--- config.mk ---
export PLATFORM = sky130hd
export DESIGN_NAME = pic_top
export DESIGN_NICKNAME = d
export VERILOG_FILES = /design/src/hw/pic_pkg.sv /design/src/hw/pic_top.sv /design/src/hw/pic_prio_enc.sv
export SDC_FILE = /design/constraint.sdc
export NUM_CORES = 1
export LEC_CHECK = 0
export BUFFER_PORTS_ARGS = -buffer_cell sky130_fd_sc_hd__buf_2
export CORE_MARGIN = 5
export CORE_UTILIZATION = 50
export CTS_BUF_LIST = sky130_fd_sc_hd__clkbuf_2 sky130_fd_sc_hd__clkbuf_4 sky130_fd_sc_hd__clkbuf_8
export DETAILED_ROUTE_END_ITERATION = 7
export PLACE_DENSITY = 0.7
export SLEW_MARGIN = 15
export SYNTH_ARGS = -nofsm -noshare
export SYNTH_HDL_FRONTEND = slang
export SYNTH_HIERARCHICAL = 1
export SYNTH_SLANG_ARGS = --single-unit
--- constraint.sdc ---
create_clock -name clk_i -period 7.7 [get_ports clk_i]
set_input_delay 0.385 -clock clk_i [delete_from_list [all_inputs] [get_ports clk_i]]
set_output_delay 0.385 -clock clk_i [all_outputs]
set_load 0.005 [all_outputs]
--- src/hw/pic_pkg.sv ---
package pic_pkg;

    // ------------------------------------------------------------
    // Arbitration geometry
    // ------------------------------------------------------------
    localparam int NUM_GRP     = 8;
    localparam int SRC_PER_GRP = 3;
    localparam int BANK_W      = 3;
    localparam int CNT_W       = 8;

    // Fixed source positions (source index = group * SRC_PER_GRP + position)
    localparam int EXT_A_SRC   = 3;
    localparam int EXT_B_SRC   = 4;
    localparam int TB_SRC      = 0;

    // ------------------------------------------------------------
    // Register bank window in data memory
    // ------------------------------------------------------------
    localparam int          ADDR_W    = 20;
    localparam int          IDB_W     = 8;
    localparam int          PAGE_LSB  = 8;
    localparam int          PAGE_W    = 4;
    localparam logic [3:0]  BANK_PAGE = 4'he;
    localparam int          OFS_W     = 8;
    localparam int          DATA_W    = 16;
    localparam int          VEC_W     = 8;

    // ------------------------------------------------------------
    // Reset values
    // ------------------------------------------------------------
    localparam logic [NUM_GRP-1:0] IN_SERVICE_PRIORITY_REG_RST = 8'h00;
    localparam logic [CNT_W-1:0]   CNT_RST  = 8'h00;
    localparam logic [CNT_W-1:0]   CNT_ONE  = 8'h01;

    // ------------------------------------------------------------
    // Types
    // ------------------------------------------------------------
    typedef enum logic [2:0] {
        RESP_NONE   = 3'h0,
        RESP_VECTOR = 3'h1,
        RESP_BANK   = 3'h2,
        RESP_MACRO  = 3'h3,
        RESP_EXT    = 3'h4,
        RESP_BRK    = 3'h5
    } pic_resp_type;

    typedef enum logic [1:0] {
        ACK_IDLE  = 2'h0,
        ACK_DRIVE = 2'h1,
        ACK_SYNC  = 2'h3,
        ACK_TAKE  = 2'h2
    } pic_ack_type;

endpackage

--- src/hw/pic_top.sv ---
// Contract
// - One request per group until end-of-service
// - Both external lines together: first wins
// - External-controller interrupt ignores group nesting
// - External-controller accept disables interrupts
// - Whole group shares one register bank
// - No bank switch for time base; others by enable bit
// - Bank switch saves only PC and PSW
// - Bank from group's top source field
// - End-of-service clears lowest in-service bit
// - No acceptance right after end-of-service, except break
// - Software-set flag acts as hardware request
// - One macro transfer per request
// - Bus driven only for external memory
// - Count zero turns source back to interrupt
// - Enable bit picks vector or bank
// - Acknowledge cycle never takes wait states
// - Accept only at instruction boundaries
// - Accepted source readable afterwards
// - Bank writes land at data base window
module pic_top #(
    parameter int G = pic_pkg::NUM_GRP,
    parameter int S = pic_pkg::SRC_PER_GRP
) (
    // Clock and reset
    input  wire logic                         clk_i,
    input  wire logic                         rst_i,
    // Request sources
    input  wire logic [G*S-1:0]               hw_req_i,
    input  wire logic                         sw_set_i,
    input  wire logic [$clog2(G*S)-1:0]       sw_idx_i,
    input  wire logic                         ext_request_line_a_i,
    input  wire logic                         ext_request_line_b_i,
    input  wire logic                         ext_ctrl_req_i,
    input  wire logic [pic_pkg::VEC_W-1:0]    ext_vec_i,
    // Source configuration
    input  wire logic                         cfg_wr_i,
    input  wire logic [$clog2(G*S)-1:0]       cfg_idx_i,
    input  wire logic                         cfg_mask_i,
    input  wire logic                         cfg_ms_i,
    input  wire logic                         cfg_bank_switch_enable_i,
    input  wire logic [pic_pkg::BANK_W-1:0]   cfg_bank_i,
    input  wire logic                         cfg_sfr_i,
    input  wire logic [pic_pkg::CNT_W-1:0]    cfg_cnt_i,
    // Processor status
    input  wire logic                         instr_boundary_i,
    input  wire logic                         irq_enabled_i,
    input  wire logic                         eos_instr_i,
    input  wire logic                         brk_bank_i,
    input  wire logic [pic_pkg::BANK_W-1:0]   brk_bank_num_i,
    // Data memory writes
    input  wire logic                         mem_wr_i,
    input  wire logic [pic_pkg::ADDR_W-1:0]   mem_addr_i,
    input  wire logic [pic_pkg::DATA_W-1:0]   mem_data_i,
    input  wire logic [pic_pkg::IDB_W-1:0]    internal_data_base_i,
    // Response
    output logic                              accept_o,
    output pic_pkg::pic_resp_type             resp_kind_o,
    output logic [$clog2(G*S)-1:0]            irq_source_o,
    output logic [pic_pkg::BANK_W-1:0]        bank_o,
    output logic                              save_pc_psw_o,
    output logic                              disable_irq_o,
    output logic [G-1:0]                      in_service_o,
    output logic [G*S-1:0]                    pending_o,
    output logic [G*S-1:0]                    ms_sel_o,
    // External controller acknowledge
    output logic                              irq_ack_cycle_o,
    output logic [pic_pkg::VEC_W-1:0]         ext_vec_o,
    output logic                              ext_vec_valid_o,
    // Macro service
    output logic                              macro_xfer_o,
    output logic                              macro_ext_bus_o,
    // Register bank writes
    output logic                              bank_wr_o,
    output logic [pic_pkg::OFS_W-1:0]         bank_wr_addr_o,
    output logic [pic_pkg::DATA_W-1:0]        bank_wr_data_o
);

    localparam int N   = G * S;
    localparam int SW  = $clog2(N);
    localparam int GW  = $clog2(G);
    localparam int PW  = $clog2(S);

    if (G != pic_pkg::NUM_GRP || pic_pkg::EXT_B_SRC >= N || S < 2) begin : g_bad_cfg
        $error("pic_top: geometry does not match fixed source positions");
    end

    // ------------------------------------------------------------
    // Decode helpers
    // ------------------------------------------------------------
    function automatic logic [G-1:0] upto_mask(input logic [GW-1:0] g);
        logic [G-1:0] m;
        m = '0;
        for (int i = 0; i < G; i++) begin
            m[i] = (GW'(i) <= g);
        end
        return m;
    endfunction

    function automatic logic [SW-1:0] grp_top(input logic [GW-1:0] g);
        return SW'(g * S);
    endfunction

    // ------------------------------------------------------------
    // Pin synchronisers
    // ------------------------------------------------------------
    logic [2:0]                pin_s1_q, pin_s2_q, pin_s3_q;
    logic [pic_pkg::VEC_W-1:0] vec_s1_q, vec_s2_q;

    always_ff @(posedge clk_i) begin
        if (rst_i) begin
            pin_s1_q <= 3'h0;
            pin_s2_q <= 3'h0;
            pin_s3_q <= 3'h0;
            vec_s1_q <= '0;
            vec_s2_q <= '0;
        end else begin
            pin_s1_q <= {ext_ctrl_req_i, ext_request_line_b_i, ext_request_line_a_i};
            pin_s2_q <= pin_s1_q;
            pin_s3_q <= pin_s2_q;
            vec_s1_q <= ext_vec_i;
            vec_s2_q <= vec_s1_q;
        end
    end

    // ------------------------------------------------------------
    // Arbitration
    // ------------------------------------------------------------
    logic [N-1:0]            flag_q, flag_d, mask_q, mask_d, ms_q, ms_d;
    logic [N-1:0]            bank_switch_enable_q, bank_switch_enable_d, sfr_q, sfr_d, elig;
    logic [pic_pkg::BANK_W-1:0] bank_q [N];
    logic [pic_pkg::BANK_W-1:0] bank_d [N];
    logic [pic_pkg::CNT_W-1:0]  cnt_q [N];
    logic [pic_pkg::CNT_W-1:0]  cnt_d [N];
    logic [G-1:0]            in_service_priority_reg_q, in_service_priority_reg_d, grp_hit, grp_ok;
    logic [PW-1:0]           grp_pos [G];
    logic                    win_found;
    logic [GW-1:0]           win_grp;
    logic [SW-1:0]           win_src;

    assign elig = flag_q & ~mask_q;

    for (genvar g = 0; g < G; g++) begin : g_grp
        pic_prio_enc #(.W(S), .IW(PW)) u_src_enc (
            .req_i   (elig[g*S +: S]),
            .found_o (grp_hit[g]),
            .idx_o   (grp_pos[g])
        );
    end

    // A group is held while its own or a higher level is in service
    always_comb begin
        for (int g = 0; g < G; g++) begin
            grp_ok[g] = grp_hit[g] & ~(|(in_service_priority_reg_q & upto_mask(GW'(g))));
        end
    end

    pic_prio_enc #(.W(G), .IW(GW)) u_grp_enc (
        .req_i   (grp_ok),
        .found_o (win_found),
        .idx_o   (win_grp)
    );

    assign win_src = grp_top(win_grp) + SW'(grp_pos[win_grp]);

    // ------------------------------------------------------------
    // Acceptance
    // ------------------------------------------------------------
    logic                    inhibit_q, inhibit_d, take;
    logic                    acc_d, save_d, dis_d, mx_d, mbus_d;
    logic                    accept_q, save_q, dis_q, mx_q, mbus_q;
    pic_pkg::pic_resp_type   resp_q, resp_d;
    logic [SW-1:0]           src_q, src_d;
    logic [GW-1:0]           agrp_q, agrp_d;
    logic [pic_pkg::BANK_W-1:0] bnk_q, bnk_d;
    pic_pkg::pic_ack_type    ack_st_q, ack_st_d;
    logic                    ack_q, vval_q;
    logic [pic_pkg::VEC_W-1:0] vec_q;

    // The boundary that ends end-of-service itself and the next one stay closed
    assign take = instr_boundary_i & ~inhibit_q & ~eos_instr_i;

    always_comb begin
        flag_d    = flag_q;
        mask_d    = mask_q;
        ms_d      = ms_q;
        bank_switch_enable_d    = bank_switch_enable_q;
        sfr_d     = sfr_q;
        bank_d    = bank_q;
        cnt_d     = cnt_q;
        in_service_priority_reg_d    = in_service_priority_reg_q;
        inhibit_d = inhibit_q;
        acc_d     = 1'b0;
        save_d    = 1'b0;
        dis_d     = 1'b0;
        mx_d      = 1'b0;
        mbus_d    = 1'b0;
        resp_d    = pic_pkg::RESP_NONE;
        src_d     = src_q;
        agrp_d    = agrp_q;
        bnk_d     = bnk_q;
        ack_st_d  = ack_st_q;

        if (eos_instr_i) begin
            in_service_priority_reg_d    = in_service_priority_reg_q & (in_service_priority_reg_q - G'(1));
            inhibit_d = 1'b1;
        end else if (instr_boundary_i) begin
            inhibit_d = 1'b0;
        end

        if (cfg_wr_i) begin
            mask_d[cfg_idx_i] = cfg_mask_i;
            ms_d[cfg_idx_i]   = cfg_ms_i;
            bank_switch_enable_d[cfg_idx_i] = cfg_bank_switch_enable_i;
            sfr_d[cfg_idx_i]  = cfg_sfr_i;
            bank_d[cfg_idx_i] = cfg_bank_i;
            cnt_d[cfg_idx_i]  = cfg_cnt_i;
        end

        unique case (ack_st_q)
            pic_pkg::ACK_IDLE:  ack_st_d = pic_pkg::ACK_IDLE;
            pic_pkg::ACK_DRIVE: ack_st_d = pic_pkg::ACK_SYNC;
            pic_pkg::ACK_SYNC:  ack_st_d = pic_pkg::ACK_TAKE;
            pic_pkg::ACK_TAKE:  ack_st_d = pic_pkg::ACK_IDLE;
        endcase

        if (instr_boundary_i && brk_bank_i) begin
            acc_d  = 1'b1;
            resp_d = pic_pkg::RESP_BRK;
            bnk_d  = brk_bank_num_i;
            save_d = 1'b1;
        end else if (take && irq_enabled_i && pin_s2_q[2] && ack_st_q == pic_pkg::ACK_IDLE) begin
            acc_d    = 1'b1;
            resp_d   = pic_pkg::RESP_EXT;
            dis_d    = 1'b1;
            ack_st_d = pic_pkg::ACK_DRIVE;
        end else if (take && irq_enabled_i && win_found) begin
            acc_d          = 1'b1;
            src_d          = win_src;
            agrp_d         = win_grp;
            flag_d[win_src] = 1'b0;
            if (ms_q[win_src]) begin
                resp_d = pic_pkg::RESP_MACRO;
                mx_d   = 1'b1;
                mbus_d = ~sfr_q[win_src];
                cnt_d[win_src] = cnt_q[win_src] - pic_pkg::CNT_ONE;
                if (cnt_q[win_src] <= pic_pkg::CNT_ONE) begin
                    cnt_d[win_src] = pic_pkg::CNT_RST;
                    ms_d[win_src]  = 1'b0;
                end
            end else begin
                dis_d          = 1'b1;
                in_service_priority_reg_d[win_grp] = 1'b1;
                if (bank_switch_enable_q[win_src] && win_src != SW'(pic_pkg::TB_SRC)) begin
                    resp_d = pic_pkg::RESP_BANK;
                    bnk_d  = bank_q[grp_top(win_grp)];
                    save_d = 1'b1;
                end else begin
                    resp_d = pic_pkg::RESP_VECTOR;
                end
            end
        end

        // Fresh requests override the clear of the same cycle
        flag_d = flag_d | hw_req_i;
        if (sw_set_i) begin
            flag_d[sw_idx_i] = 1'b1;
        end
        if (pin_s2_q[0] && !pin_s3_q[0]) begin
            flag_d[pic_pkg::EXT_A_SRC] = 1'b1;
        end
        if (pin_s2_q[1] && !pin_s3_q[1]) begin
            flag_d[pic_pkg::EXT_B_SRC] = 1'b1;
        end
    end

    always_ff @(posedge clk_i) begin
        if (rst_i) begin
            flag_q    <= '0;
            mask_q    <= '1;
            ms_q      <= '0;
            bank_switch_enable_q    <= '0;
            sfr_q     <= '0;
            for (int i = 0; i < N; i++) begin
                bank_q[i] <= '0;
                cnt_q[i]  <= pic_pkg::CNT_RST;
            end
            in_service_priority_reg_q    <= pic_pkg::IN_SERVICE_PRIORITY_REG_RST;
            inhibit_q <= 1'b0;
            accept_q  <= 1'b0;
            save_q    <= 1'b0;
            dis_q     <= 1'b0;
            mx_q      <= 1'b0;
            mbus_q    <= 1'b0;
            resp_q    <= pic_pkg::RESP_NONE;
            src_q     <= '0;
            agrp_q    <= '0;
            bnk_q     <= '0;
            ack_st_q  <= pic_pkg::ACK_IDLE;
            ack_q     <= 1'b0;
            vval_q    <= 1'b0;
            vec_q     <= '0;
        end else begin
            flag_q    <= flag_d;
            mask_q    <= mask_d;
            ms_q      <= ms_d;
            bank_switch_enable_q    <= bank_switch_enable_d;
            sfr_q     <= sfr_d;
            bank_q    <= bank_d;
            cnt_q     <= cnt_d;
            in_service_priority_reg_q    <= in_service_priority_reg_d;
            inhibit_q <= inhibit_d;
            accept_q  <= acc_d;
            save_q    <= save_d;
            dis_q     <= dis_d;
            mx_q      <= mx_d;
            mbus_q    <= mbus_d;
            resp_q    <= resp_d;
            src_q     <= src_d;
            agrp_q    <= agrp_d;
            bnk_q     <= bnk_d;
            ack_st_q  <= ack_st_d;
            ack_q     <= (ack_st_d == pic_pkg::ACK_DRIVE);
            vval_q    <= (ack_st_q == pic_pkg::ACK_TAKE);
            vec_q     <= (ack_st_q == pic_pkg::ACK_TAKE) ? vec_s2_q : vec_q;
        end
    end

    // ------------------------------------------------------------
    // Register bank window
    // ------------------------------------------------------------
    logic                        bwr_q, bwr_d;
    logic [pic_pkg::OFS_W-1:0]   bofs_q, bofs_d;
    logic [pic_pkg::DATA_W-1:0]  bdat_q, bdat_d;

    always_comb begin
        bwr_d  = mem_wr_i
               && mem_addr_i[pic_pkg::ADDR_W-1 -: pic_pkg::IDB_W] == internal_data_base_i
               && mem_addr_i[pic_pkg::PAGE_LSB +: pic_pkg::PAGE_W] == pic_pkg::BANK_PAGE;
        bofs_d = bwr_d ? mem_addr_i[pic_pkg::OFS_W-1:0] : bofs_q;
        bdat_d = bwr_d ? mem_data_i : bdat_q;
    end

    always_ff @(posedge clk_i) begin
        if (rst_i) begin
            bwr_q  <= 1'b0;
            bofs_q <= '0;
            bdat_q <= '0;
        end else begin
            bwr_q  <= bwr_d;
            bofs_q <= bofs_d;
            bdat_q <= bdat_d;
        end
    end

    assign accept_o        = accept_q;
    assign resp_kind_o     = resp_q;
    assign irq_source_o    = src_q;
    assign bank_o          = bnk_q;
    assign save_pc_psw_o   = save_q;
    assign disable_irq_o   = dis_q;
    assign in_service_o    = in_service_priority_reg_q;
    assign pending_o       = flag_q;
    assign ms_sel_o        = ms_q;
    assign irq_ack_cycle_o = ack_q;
    assign ext_vec_o       = vec_q;
    assign ext_vec_valid_o = vval_q;
    assign macro_xfer_o    = mx_q;
    assign macro_ext_bus_o = mbus_q;
    assign bank_wr_o       = bwr_q;
    assign bank_wr_addr_o  = bofs_q;
    assign bank_wr_data_o  = bdat_q;

    logic prio_acc;
    assign prio_acc = accept_o && (resp_kind_o == pic_pkg::RESP_VECTOR
                                   || resp_kind_o == pic_pkg::RESP_BANK);
endmodule // pic_top

--- src/hw/pic_prio_enc.sv ---
// Lowest set bit wins; the lower index is the higher priority
module pic_prio_enc #(
    parameter int W  = 3,
    parameter int IW = 2
) (
    input  wire logic [W-1:0]  req_i,
    output logic               found_o,
    output logic [IW-1:0]      idx_o
);

    if (W > (1 << IW)) begin : g_bad_width
        $error("pic_prio_enc: index too narrow");
    end

    always_comb begin
        found_o = 1'b0;
        idx_o   = '0;
        for (int i = W - 1; i >= 0; i--) begin
            if (req_i[i]) begin
                found_o = 1'b1;
                idx_o   = IW'(i);
            end
        end
    end

endmodule // pic_prio_enc

# Yosys cells after proc, flatten, opt, wreduce, memory -nomap -nowiden
# Cells that the tools add are included.
# Widths: inputs -> output; s select.
# word_totals
word_cells	329
in_bits	116
output_inout_bits	107
register_bits	470
# op_classes
n_addsub	3
n_reduce_logical	36
n_bitwise	40
n_mul	1
order_cmp	15
mux	150
n_eq_ne	8
# op_table
op	n
$mux 192	6
$bwmux 192	2
$mux 24	10
$and 192x192->192	1
$not 192->192	1
$bwmux 24	4
$demux 8 s5	2
$and 24x24->24	3
$bwmux 72	1
$mux 8	9
$mux 2	31
$mux 1	55
$mux 3	18
$not 24->24	2
$or 24x24->24	2
$bmux 8 s5	1
$ge 6x6->1 const B	3
$lt 5x6->1 const B	3
$not 5->6	3
$logic_and 1x1->1	16
$sub 8x1->8 const B	2
$bmux 1 s5	3
$bmux 3 s5	1
$demux 1 s5	3
other kinds (35)	71

# Depth between registers and ports, before layout
# Gate-level depths: netlist (run 1).
# logic_depth
word_depth	32
ltp_mapped	33
mapped_depth_nobuf	24

# Cells and area by module
# Netlist (run 1), hierarchy kept.
# by_module_without_submodules
module	area_per_inst_um2	cells_each	seq_area_each_um2	instances
pic_top	23044.6	2725	9409.0	1
pic_prio_enc (g_grp[0].u_src_enc ...)	20.0	3	0.0	8
pic_prio_enc (u_grp_enc)	80.1	13	0.0	1

# Worst setup path after synthesis (run 1)
# Ideal clock, no wire load.
# synth_path
path_type	register to register
start	reg in_service_priority_reg_q[2], in the netlist in_service_o[2]
end	reg cnt_q[140] in the netlist's numbering
arrival_time_ns	7.065
stages_incl_launch_ff	33
required_time_ns	7.613
setup_time_ns	0.087
path_buffers	9
synth_period_minus_slack_ns	7.152
setup_slack_ns	0.548
path_cell_list	dfxtp_1 nor4_1 nand2b_1 nor3_1 and3b_1 a21oi_1 o41ai_1 clkbuf_1 buf_1 mux4_2 nand2_1 nand2_1 ha_1 inv_1 fa_1 buf_2 buf_2 buf_4 buf_2 buf_2 mux4_2 nand2_1 o21ai_0 a32oi_2 ha_1 o2111ai_1 xor2_1 or2_0 clkbuf_1 nand2b_1 buf_2 a221o_1 o31ai_1
# synth_via
elab_chain_cells	28
word_cells_on_any_way	62
classes_between	2 x add/sub; 1 x mul; 3 x order compare; 32 x mux; 16 x bitwise; 8 x reduce/logical
# synth_lines
element	line	source
from (decl)	pic_top.sv:135	logic [G-1:0] in_service_priority_reg_q, in_service_priority_reg_d, grp_hit, grp_ok;
from (signal assigned)	pic_top.sv:288	in_service_priority_reg_q <= pic_pkg::IN_SERVICE_PRIORITY_REG_RST;
from (signal assigned)	pic_top.sv:311	in_service_priority_reg_q <= in_service_priority_reg_d;
$reduce_or 8->1 *	pic_top.sv:154	grp_ok[g] = grp_hit[g] & ~(|(in_service_priority_reg_q & upto_mask(GW'(g))));
$not 1->1 *	pic_top.sv:154	
$and 1x1->1 *	pic_top.sv:154	
via grp_ok[7]	pic_top.sv:135	
$mux 3 * (8 in a row)	pic_prio_enc.sv:19	if (req_i[i]) begin
via win_grp[0]	pic_top.sv:138	logic [GW-1:0] win_grp;
branches (longest 4 deep; another with $mul 3x2->5)	-	
$add 5x2->5 *	pic_top.sv:164	assign win_src = grp_top(win_grp) + SW'(grp_pos[win_grp]);
(+4 left out)	-	
$sub 8x1->8 / $demux 8 s5 (equally long branches)	pic_top.sv:246, pic_top.sv:248	
$bwmux 192 / $not 192->192 (equally long branches)	-	
$and 192x192->192 (no line)	-	
$mux 192	pic_top.sv:247	if (cnt_q[win_src] <= pic_pkg::CNT_ONE) begin
$mux 192 *	pic_top.sv:242	if (ms_q[win_src]) begin
$mux 192 *	pic_top.sv:237	end else if (take && irq_enabled_i && win_found) begin
$mux 192 *	pic_top.sv:232	end else if (take && irq_enabled_i && pin_s2_q[2] && ack_st_q == pic_pkg::ACK_IDLE) begin
$mux 192 *	pic_top.sv:227	if (instr_boundary_i && brk_bank_i) begin
to (signal, indexed assignment)	pic_top.sv:286	cnt_q[i] <= pic_pkg::CNT_RST;
to (signal assigned)	pic_top.sv:310	cnt_q <= cnt_d;
to (decl)	pic_top.sv:133	logic [pic_pkg::CNT_W-1:0] cnt_q [N];
# Mark *: on every way through the listed nets, which the timed path passes. The select of a mux whose other input is x is not followed.
# A chain may end at the register's enable or synchronous reset.

# Worst setup path in the final report (run 1)
# layout_path
start	reg in_service_priority_reg_q[0], in the netlist in_service_o[0]
end	reg cnt_q[140] in the netlist's numbering
# The elaborated chain is that of the path after synthesis.

==> metrics.log, run 1 <==
INFO  metric pwr-share-comb = approximately 16%
INFO  metric cts_inserted_buffers = 82
INFO  metric route.final.wire_length = approximately 100000 um
INFO  metric power_density = 214 nW/um^2
INFO  metric synth-warning-count = 6
INFO  metric synth-async-reset-ratio = 0%
INFO  metric worstSetupEndpoint = cnt_q[140]
INFO  metric kind_of_launch_point_of_the_worst_setup_path = flop
INFO  metric syn_nets = a little under 3000
INFO  metric max_capacitance_violation_count = 0
INFO  metric fmax = 136 MHz
INFO  metric gpl.final_weighted_congestion = 1.05
INFO  metric setup_viol_count_final = 0
INFO  metric post_route_cells_drive_above_1_share = between 10% and 20%
INFO  metric timing.setup.tns = 0 ns
INFO  metric cts.htree.levels = 3
INFO  metric synth-edff-count = 0
INFO  metric total_standard_cell_area_after_synthesis = 23300 um^2
INFO  metric die_h = between 200 and 250 um
INFO  metric detail_route.iter0.violations = around 3200
INFO  metric number_of_antenna_violations_at_the_first_check_in_global_routing = 4
INFO  metric run_status = complete, no violations
INFO  metric rsz0062_at_grt = no
INFO  metric cts_max_path_buffers = 3
INFO  metric most_common_cell_after_layout_fill_and_taps_aside = nand2_1
INFO  metric design.final.nets = around 3200
INFO  metric grt_start_max_net_pins = 208
INFO  metric place.detailed.hpwl = 72500 um
INFO  metric drc = 0
INFO  metric worst_hold_startpoint = mem_addr_i[15]
INFO  metric crit_path_end_kind = flop
INFO  metric cell_internal_pwr = 0.00407 W
INFO  metric clock_latency = 0.70 ns
INFO  metric tritoncts_sinks = 470
INFO  metric avgViaCountPerCell = approximately 6.5
INFO  metric share_clk_of_total_power = 41.6%
INFO  metric postSynth.topFlopCell = dfxtp_1
INFO  metric total_switching_power = between 0.0015 and 0.002 W
INFO  metric first_global_vias = 23130
INFO  metric setup.reg_to_reg.worst_slack = 0.37 ns
INFO  metric synth_cell_type_count = 89
INFO  metric final_max_slew_viol_count = 0
INFO  metric worst-slew-pin-transition = 1.20 ns
INFO  metric dieArea = 51000 um^2
INFO  metric drtAntennaViolNets = 0
INFO  metric crit_type = reg -> reg
INFO  metric worst_setup_hold_path_clk_slew = 0.06 ns
INFO  metric crit_arrival = slightly below 8 ns
INFO  metric hold-path-cell-count = 4
INFO  metric report.power.total = 0.00588 W
INFO  metric switching_share = 30.8%
INFO  metric post_synth_inst_count = roughly 2800
INFO  metric layout_worst_path_cycle_share = 95.2%
INFO  metric areaGrowthSynthToFinish = 18.2%
INFO  metric synth.ff_latch_count = 470
INFO  metric pwr-share-seq = 42.2%
INFO  metric finalWorstPathRequiredPeriod = 7.33 ns
INFO  metric num_rows = 79
INFO  metric regToRegEndpoint = cnt_q[140]
INFO  metric fp.coreArea = ~46000 um^2
INFO  metric reg2regPathDepth = 23
INFO  metric grt_pass1_wl = 151000 um
INFO  metric timing.critical_path.required = a little over 8 ns
INFO  metric syn_avg_cell_area = 8.43 um^2
INFO  metric detail_route.first_pass.iterations = 8
INFO  metric die_width = around 230 um
INFO  metric tritoncts_clock_tree = yes
INFO  metric grt-ovfl-total = 0
INFO  metric starting_density = about half
INFO  metric portBuffers = approximately 220
INFO  metric critical_path_peak_fanout = 19
INFO  metric worst_clock_skew = 0.0274 ns
INFO  metric hold_viol = 0
INFO  metric startpoint = in_service_o[0]
INFO  metric top_level_ports = 223
INFO  metric reg2reg_from = in_service_o[0]
INFO  metric worst_slew_margin_rel = 19.7%
INFO  metric cts_root_buffer = clkbuf_8
INFO  metric synth.yosys.seq_area_share = 40.4%
INFO  metric gr-usage-all-layers = between 30 and 40%
INFO  metric hold_path_class = in -> reg
INFO  metric highest_count_cells_in_the_layout_ignoring_fill_and_taps = nand2_1 (658), dfxtp_1 (470), a21oi_1 (257)
INFO  metric vdd_drop_max = 151 uV
INFO  metric p_leak = 10.1 nW
INFO  metric wire_per_inst = 28.4 um
INFO  metric vias_after_detailed_routing = 23925
[routing by layer]
layer	GRT usage [%]	vias to the layer above	wire length, um
li1	-	10270	-
met1	51.0	11416	39500
met2	59.1	1766	44800
met3	12.3	467	13300
met4	22.4	6	7170
met5	0	-	46
[logic make-up (layout without fill, tap and decap cells)]
logic type               Yosys count  count (layout)  synth area share, %
other                              0               1                    0
buffers and inverters            227             549                 4.21
adder cells (fa/ha/maj)           13              13                0.763
AND/OR/NAND/NOR                 1190            1190                 22.6
XOR/XNOR                          18              18                0.822
AO/OA/AOI/OAI                    587             587                 16.3
multiplexers                     257             257                 14.9
flip-flops                       470             470                 40.4
[Yosys cell counts (10+ instances only)]
cell	number	area share [%]
nor3b_1	17	0.55
or3_1	16	0.43
ha_1	11	0.59
o32a_1	13	0.56
and2_1	20	0.54
nand2_1	658	11
mux2_2	10	0.48
mux4_2	70	6.8
nor2b_1	74	2.0
inv_1	18	0.29
buf_4	10	0.32
nor2_1	241	3.9
o21ai_0	50	1.1
o22a_1	18	0.68
nand2b_1	12	0.32
dfxtp_1	470	40
mux2i_1	176	7.6
a211oi_1	52	1.7
a21oi_1	257	5.5
o22ai_1	35	0.94
a311oi_1	12	0.45
buf_1	10	0.16
nand3_1	62	1.3
clkbuf_1	153	2.5
a31oi_1	13	0.35
buf_2	27	0.58
a221oi_1	32	1.2
xnor2_1	10	0.38
nor3_1	21	0.45
o32ai_1	21	0.79
[power groups by stage]
stage	Clock [W]	Sequential [W]	Combinational [W]
6_report	0.00245	0.00248	0.000951
3_3_place_gp	0	0.00253	0.000865
2_1_floorplan	0	0.00253	0.000471
4_1_cts	0.00245	0.00248	0.000897
3_5_place_dp	0	0.00254	0.000871
5_1_grt	0.00258	0.00249	0.000958
[registers in the layout, indices dropped and copies added, names as in the netlist, 16 cells and up]
register / cells
sfr_q: 24
bank_switch_enable_q: 24
bank_wr_data_o: 16
ms_sel_o: 24
bank_q: 72
mask_q: 24
pending_o: 24
cnt_q: 192
[per-stage QoR]
stage / hold WS, ns / setup WS, ns / util [%] / area, um^2 / std cells
3_5_place_dp: 0.420 / 0.310 / 54.3 / 25200 / 3487
3_3_place_gp: 0.418 / 0.318 / 54.3 / 25200 / 3487
4_1_cts: 0.00718 / 0.278 / 59.3 / 27500 / 3691
2_1_floorplan: 0.414 / 0.548 / - / 23300 / 2762
6_report: 0.0345 / 0.371 / 59.3 / 27500 / 3692
5_1_grt: 0.0434 / 0.0802 / 59.3 / 27500 / 3692
[worst max-delay path, stage by stage (launching register included)]
cell and delay, ns:
dfxtp_1 0.38, nor4_2 0.37, nand2b_1 0.12, nor3_1 0.23, and3b_1 0.23, a21oi_1 0.08
o41ai_2 0.51, buf_4 0.24, buf_4 0.30, ha_4 0.19, inv_1 0.06, fa_4 1.15
buf_4 0.41, mux4_2 0.31, o21ai_1 0.12, a32oi_2 0.26, ha_1 0.28, o2111ai_1 0.14
xor2_1 0.17, buf_4 0.16, or2_0 0.32, nand2b_1 0.56, a221o_1 0.49, o31ai_1 0.08
[how the worst min path moves through the flow]
stage	end	slack, ns
detailed placement	vec_s2_q[6]	0.42
floorplan	pin_s2_q[0]	0.41
finish	bank_wr_o	0.03
CTS	pending_o[20]	0.007
global placement	vec_s2_q[4]	0.42
global route	bank_wr_o	0.04
[cell type report]
cell class                      instances  area [um^2]
Multi-Input combinational cell       2065        13000
Clock buffer                          121         1570
Tap cell                              607          759
Sequential cell                       470         9410
Clock inverter                         24          165
Antenna cell                            1         2.50
Timing Repair Buffer                  385         2550
Fill cell                            4127        18800
Inverter                               19         71.3
[repair_timing]
item | 4_1_cts | 5_1_grt
gates resized for setup | 0 | 3
hold buffers | 59 | 0
setup buffers | 0 | 0
hold endpoints to repair | 59 | 0
setup endpoints to repair | 0 | 33
Note: power is estimated with default switching activity, not from simulation.
==> inputs of run 2 (changes only) <==
--- a/config.mk
+++ b/config.mk
@@ -7,10 +7,10 @@
 export LEC_CHECK = 0
 export BUFFER_PORTS_ARGS = -buffer_cell sky130_fd_sc_hd__buf_2
 export CORE_MARGIN = 5
-export CORE_UTILIZATION = 50
+export CORE_UTILIZATION = 34
 export CTS_BUF_LIST = sky130_fd_sc_hd__clkbuf_2 sky130_fd_sc_hd__clkbuf_4 sky130_fd_sc_hd__clkbuf_8
 export DETAILED_ROUTE_END_ITERATION = 7
-export PLACE_DENSITY = 0.7
+export PLACE_DENSITY = 0.5
 export SLEW_MARGIN = 15
 export SYNTH_ARGS = -nofsm -noshare
 export SYNTH_HDL_FRONTEND = slang
==> run 2 against run 1 <==
The run now ends with DRC left. Critical path depth up 1. Core utilization down 18 points. Count of clock-buffer cells in the layout up 12. Combinational power up 4.7%. Clock skew up 0.032 ns. Worst setup slack better by 0.047 ns. First-iteration DRC count down 17%. Hold slack better by 0.0087 ns. Sequential power about the same. Via count down 2.0%. Critical path type unchanged.
==> metrics.log, run 2 (synthesis gave the netlist of run 1 again) <==
INFO  metric series_of_cell_instances_along_the_critical_path = nor4_1 > nand2b_1 > nor3_1 > and3b_1 > a21oi_1 > o41ai_2 > buf_4 > mux4_2 > nand2_1 > nand2_1 > ha_4 > inv_1 > fa_4 > buf_4 > mux4_2 > mux2_2 > a32oi_1 > nand2_1 > nor4_4 > and3_2 > nor2_1 > buf_4 > o41ai_1 > a21oi_1 (was nor4_2 > nand2b_1 > nor3_1 > and3b_1 > a21oi_1 > o41ai_2 > buf_4 > buf_4 > ha_4 > inv_1 > fa_4 > buf_4 > mux4_2 > o21ai_1 > a32oi_2 > ha_1 > o2111ai_1 > xor2_1 > buf_4 > or2_0 > nand2b_1 > a221o_1 > o31ai_1)
INFO  metric most_common_cell_after_layout_fill_and_taps_aside = nand2_1 (unchanged)
INFO  metric cts_max_path_buffers = 3 (unchanged)
INFO  metric avgViaCountPerCell = 5.90 (was 6.48)
INFO  metric crit_type = reg -> reg (unchanged)
INFO  metric layout_worst_path_cycle_share = 94.6% (was 95.2%)
INFO  metric grt-ovfl-total = 0 (unchanged)
INFO  metric power_density = 216 nW/um^2 (was 214 nW/um^2)
INFO  metric num_rows = 96 (was 79)
INFO  metric startpoint = in_service_o[2] (was in_service_o[0])
INFO  metric setup_viol_count_final = 0 (unchanged)
INFO  metric gpl.final_weighted_congestion = 1.01 (was 1.05)
INFO  metric total_switching_power = 0.00186 W (was 0.00181 W)
INFO  metric finalWorstPathRequiredPeriod = 7.28 ns (was 7.33 ns)
INFO  metric gr-usage-all-layers = 29.8% (was 39.6%)
INFO  metric timing.critical_path.required = 8.24 ns (was 8.27 ns)
INFO  metric clock_latency = 0.72 ns (was 0.70 ns)
INFO  metric detail_route.iter0.violations = 2697 (was 3239)
INFO  metric grt_start_max_net_pins = 102 (was 208)
INFO  metric areaGrowthSynthToFinish = 20.0% (was 18.2%)
INFO  metric fp.coreArea = 68200 um^2 (was 46400 um^2)
INFO  metric crit_arrival = 7.82 ns (was 7.90 ns)
INFO  metric grt_pass1_wl = 163000 um (was 151000 um)
INFO  metric timing.setup.tns = 0 ns (unchanged)
INFO  metric drtAntennaViolNets = 0 (unchanged)
INFO  metric tritoncts_sinks = 470 (unchanged)
INFO  metric die_h = 272 um (was 226 um)
INFO  metric worst_clock_skew = 0.0592 ns (was 0.0274 ns)
INFO  metric rsz0062_at_grt = no (unchanged)
INFO  metric cts_root_buffer = clkbuf_8 (unchanged)
INFO  metric portBuffers = 222 (unchanged)
INFO  metric vdd_drop_max = 109 uV (was 151 uV)
INFO  metric tritoncts_clock_tree = yes (unchanged)
INFO  metric setup.reg_to_reg.worst_slack = 0.42 ns (was 0.37 ns)
INFO  metric top_register = cnt_q (unchanged)
INFO  metric critical-path-slowest-cell = fa_4 (unchanged)
INFO  metric top_level_ports = 223 (unchanged)
INFO  metric hold_viol = 0 (unchanged)
INFO  metric largest_register_ffs = 192 (unchanged)
INFO  metric place.detailed.hpwl = 80700 um (was 72500 um)
INFO  metric placedInstanceArea = 25500 um^2 (was 25200 um^2)
INFO  metric worst-slew-pin-transition = 1.22 ns (was 1.20 ns)
INFO  metric number_of_antenna_violations_at_the_first_check_in_global_routing = 1 (was 4)
INFO  metric fmax = 137 MHz (was 136 MHz)
INFO  metric kind_of_launch_point_of_the_worst_setup_path = flop (unchanged)
INFO  metric hold_path_class = in -> reg (unchanged)
INFO  metric design.final.nets = 3162 (was 3152)
INFO  metric cts.htree.levels = 3 (unchanged)
INFO  metric worstSetupEndpoint = cnt_q[58] (was cnt_q[140])
INFO  metric max_capacitance_violation_count = 0 (unchanged)
INFO  metric cts_inserted_buffers = 85 (was 82)
INFO  metric drc = 2 (was 0)
INFO  metric largestRegisters = cnt_q (192), bank_q (72) (unchanged)
INFO  metric worst_slew_margin_rel = 18.8% (was 19.7%)
INFO  metric wire_per_inst = 28.7 um (was 28.4 um)
INFO  metric detail_route.first_pass.iterations = 8 (unchanged)
INFO  metric reg2reg_from = in_service_o[2] (was in_service_o[0])
INFO  metric final.fill_count = 6872 (was 4127)
INFO  metric route.final.wire_length = 114000 um (was 105000 um)
INFO  metric switching_share = 30.7% (was 30.8%)
INFO  metric crit_path_max_incr_delay = 0.73 ns (was 1.15 ns)
INFO  metric starting_density = 34.1% (was 50.2%)
INFO  metric dieArea = 73800 um^2 (was 51000 um^2)
INFO  metric vias_after_detailed_routing = 23449 (was 23925)
INFO  metric utilization = 41.0% (was 59.3%)
INFO  metric first_global_vias = 22999 (was 23130)
INFO  metric critical_path_peak_fanout = 19 (unchanged)
INFO  metric final_max_slew_viol_count = 0 (unchanged)
INFO  metric die_width = 272 um (was 226 um)
INFO  metric fin_area = 28000 um^2 (was 27500 um^2)
INFO  metric run_status = complete, but fails checks (was complete, no violations)
INFO  metric crit_path_end_kind = flop (unchanged)
INFO  metric violations = DRC
INFO  metric highest_count_cells_in_the_layout_ignoring_fill_and_taps = nand2_1 (658), dfxtp_1 (470), a21oi_1 (257) (unchanged)
INFO  metric pwr-share-comb = 16.5% (was 16.2%)
INFO  metric cell_internal_pwr = 0.00419 W (was 0.00407 W)
INFO  metric reg2regPathDepth = 24 (was 23)
INFO  metric worst_setup_hold_path_clk_slew = 0.06 ns (about the same)
INFO  metric postCtsResizedCells = 0 (unchanged)
INFO  metric pwr-share-seq = 41.1% (was 42.2%)
INFO  metric post_route_cells_drive_above_1_share = 19.8% (about the same)
INFO  metric share_clk_of_total_power = 42.4% (was 41.6%)
INFO  metric p_leak = 10.2 nW (was 10.1 nW)
INFO  metric report.power.total = 0.00605 W (was 0.00588 W)
INFO  metric regToRegEndpoint = cnt_q[58] (was cnt_q[140])
## run 2: metrics by stage
step	std cells	setup WS (ns)	hold slack [ns]
after floorplan	2762	0.548	0.414
after global placement	3766	0.397	0.417
after detailed placement	3766	0.547	0.424
after CTS	3975	0.525	0.00652
after global routing	3976	0.0662	0.0530
final	3976	0.418	0.0431
## run 2: final cells by class
class,count,area (um^2),area share (%)
multi-input cells,2065,13000,46.4
flip-flops and latches,470,9410,33.7
repair buffers,392,2590,9.27
clock buffers,133,1670,5.97
well taps,882,1100,3.95
clock inverters,14,133,0.474
inverters,19,71.3,0.255
diodes,1,2.50,0.00895
## run 2: per-layer routing
| layer | part of all wire [%] | wire, um | up-vias | track usage [%] |
|---|---|---|---|---|
| li1 | - | - | 10297 | - |
| met3 | 9.0 | 10300 | 274 | 6.60 |
| met5 | 0 | 0 | - | 0 |
| met4 | 4.9 | 5620 | 0 | 13.9 |
| met1 | 41 | 46700 | 11556 | 38.9 |
| met2 | 45 | 51400 | 1322 | 46.9 |
## run 2: power by group through the flow
stage / Sequential [W] / Combinational, W / Clock (W)
floorplan: 0.00253 / 0.000471 / 0
global placement: 0.00254 / 0.000929 / 0
detailed placement: 0.00254 / 0.000933 / 0
CTS: 0.00249 / 0.000961 / 0.00260
global route: 0.00249 / 0.00101 / 0.00270
finish: 0.00249 / 0.000996 / 0.00257
## run 2: worst min path at each step
stage,startpoint,to,slack [ns],cells after the start
after global placement,vec_s1_q[4],vec_s2_q[4],0.42,1
after global routing,mem_addr_i[16],bank_wr_o,0.05,4
after floorplan,pin_s1_q[0],pin_s2_q[0],0.41,1
after CTS,mem_addr_i[16],bank_wr_o,0.007,4
after detailed placement,vec_s1_q[0],vec_s2_q[0],0.42,1
final,hw_req_i[17],pending_o[17],0.04,3
## run 2: what timing repair did
action,CTS,global route
hold endpoints to repair,61,0
hold buffers,62,0
endpoints found under the setup margin,0,0
setup buffers,0,0
## run 2: critical path, delay by kind of cell, from the launching register on
family / cells / cell delay, ns
simple gates: 10 / 2.79
compound gates: 5 / 1.14
mux: 3 / 1.14
fa+ha+maj: 2 / 0.93
buf+inv: 4 / 0.77
flops: 1 / 0.34
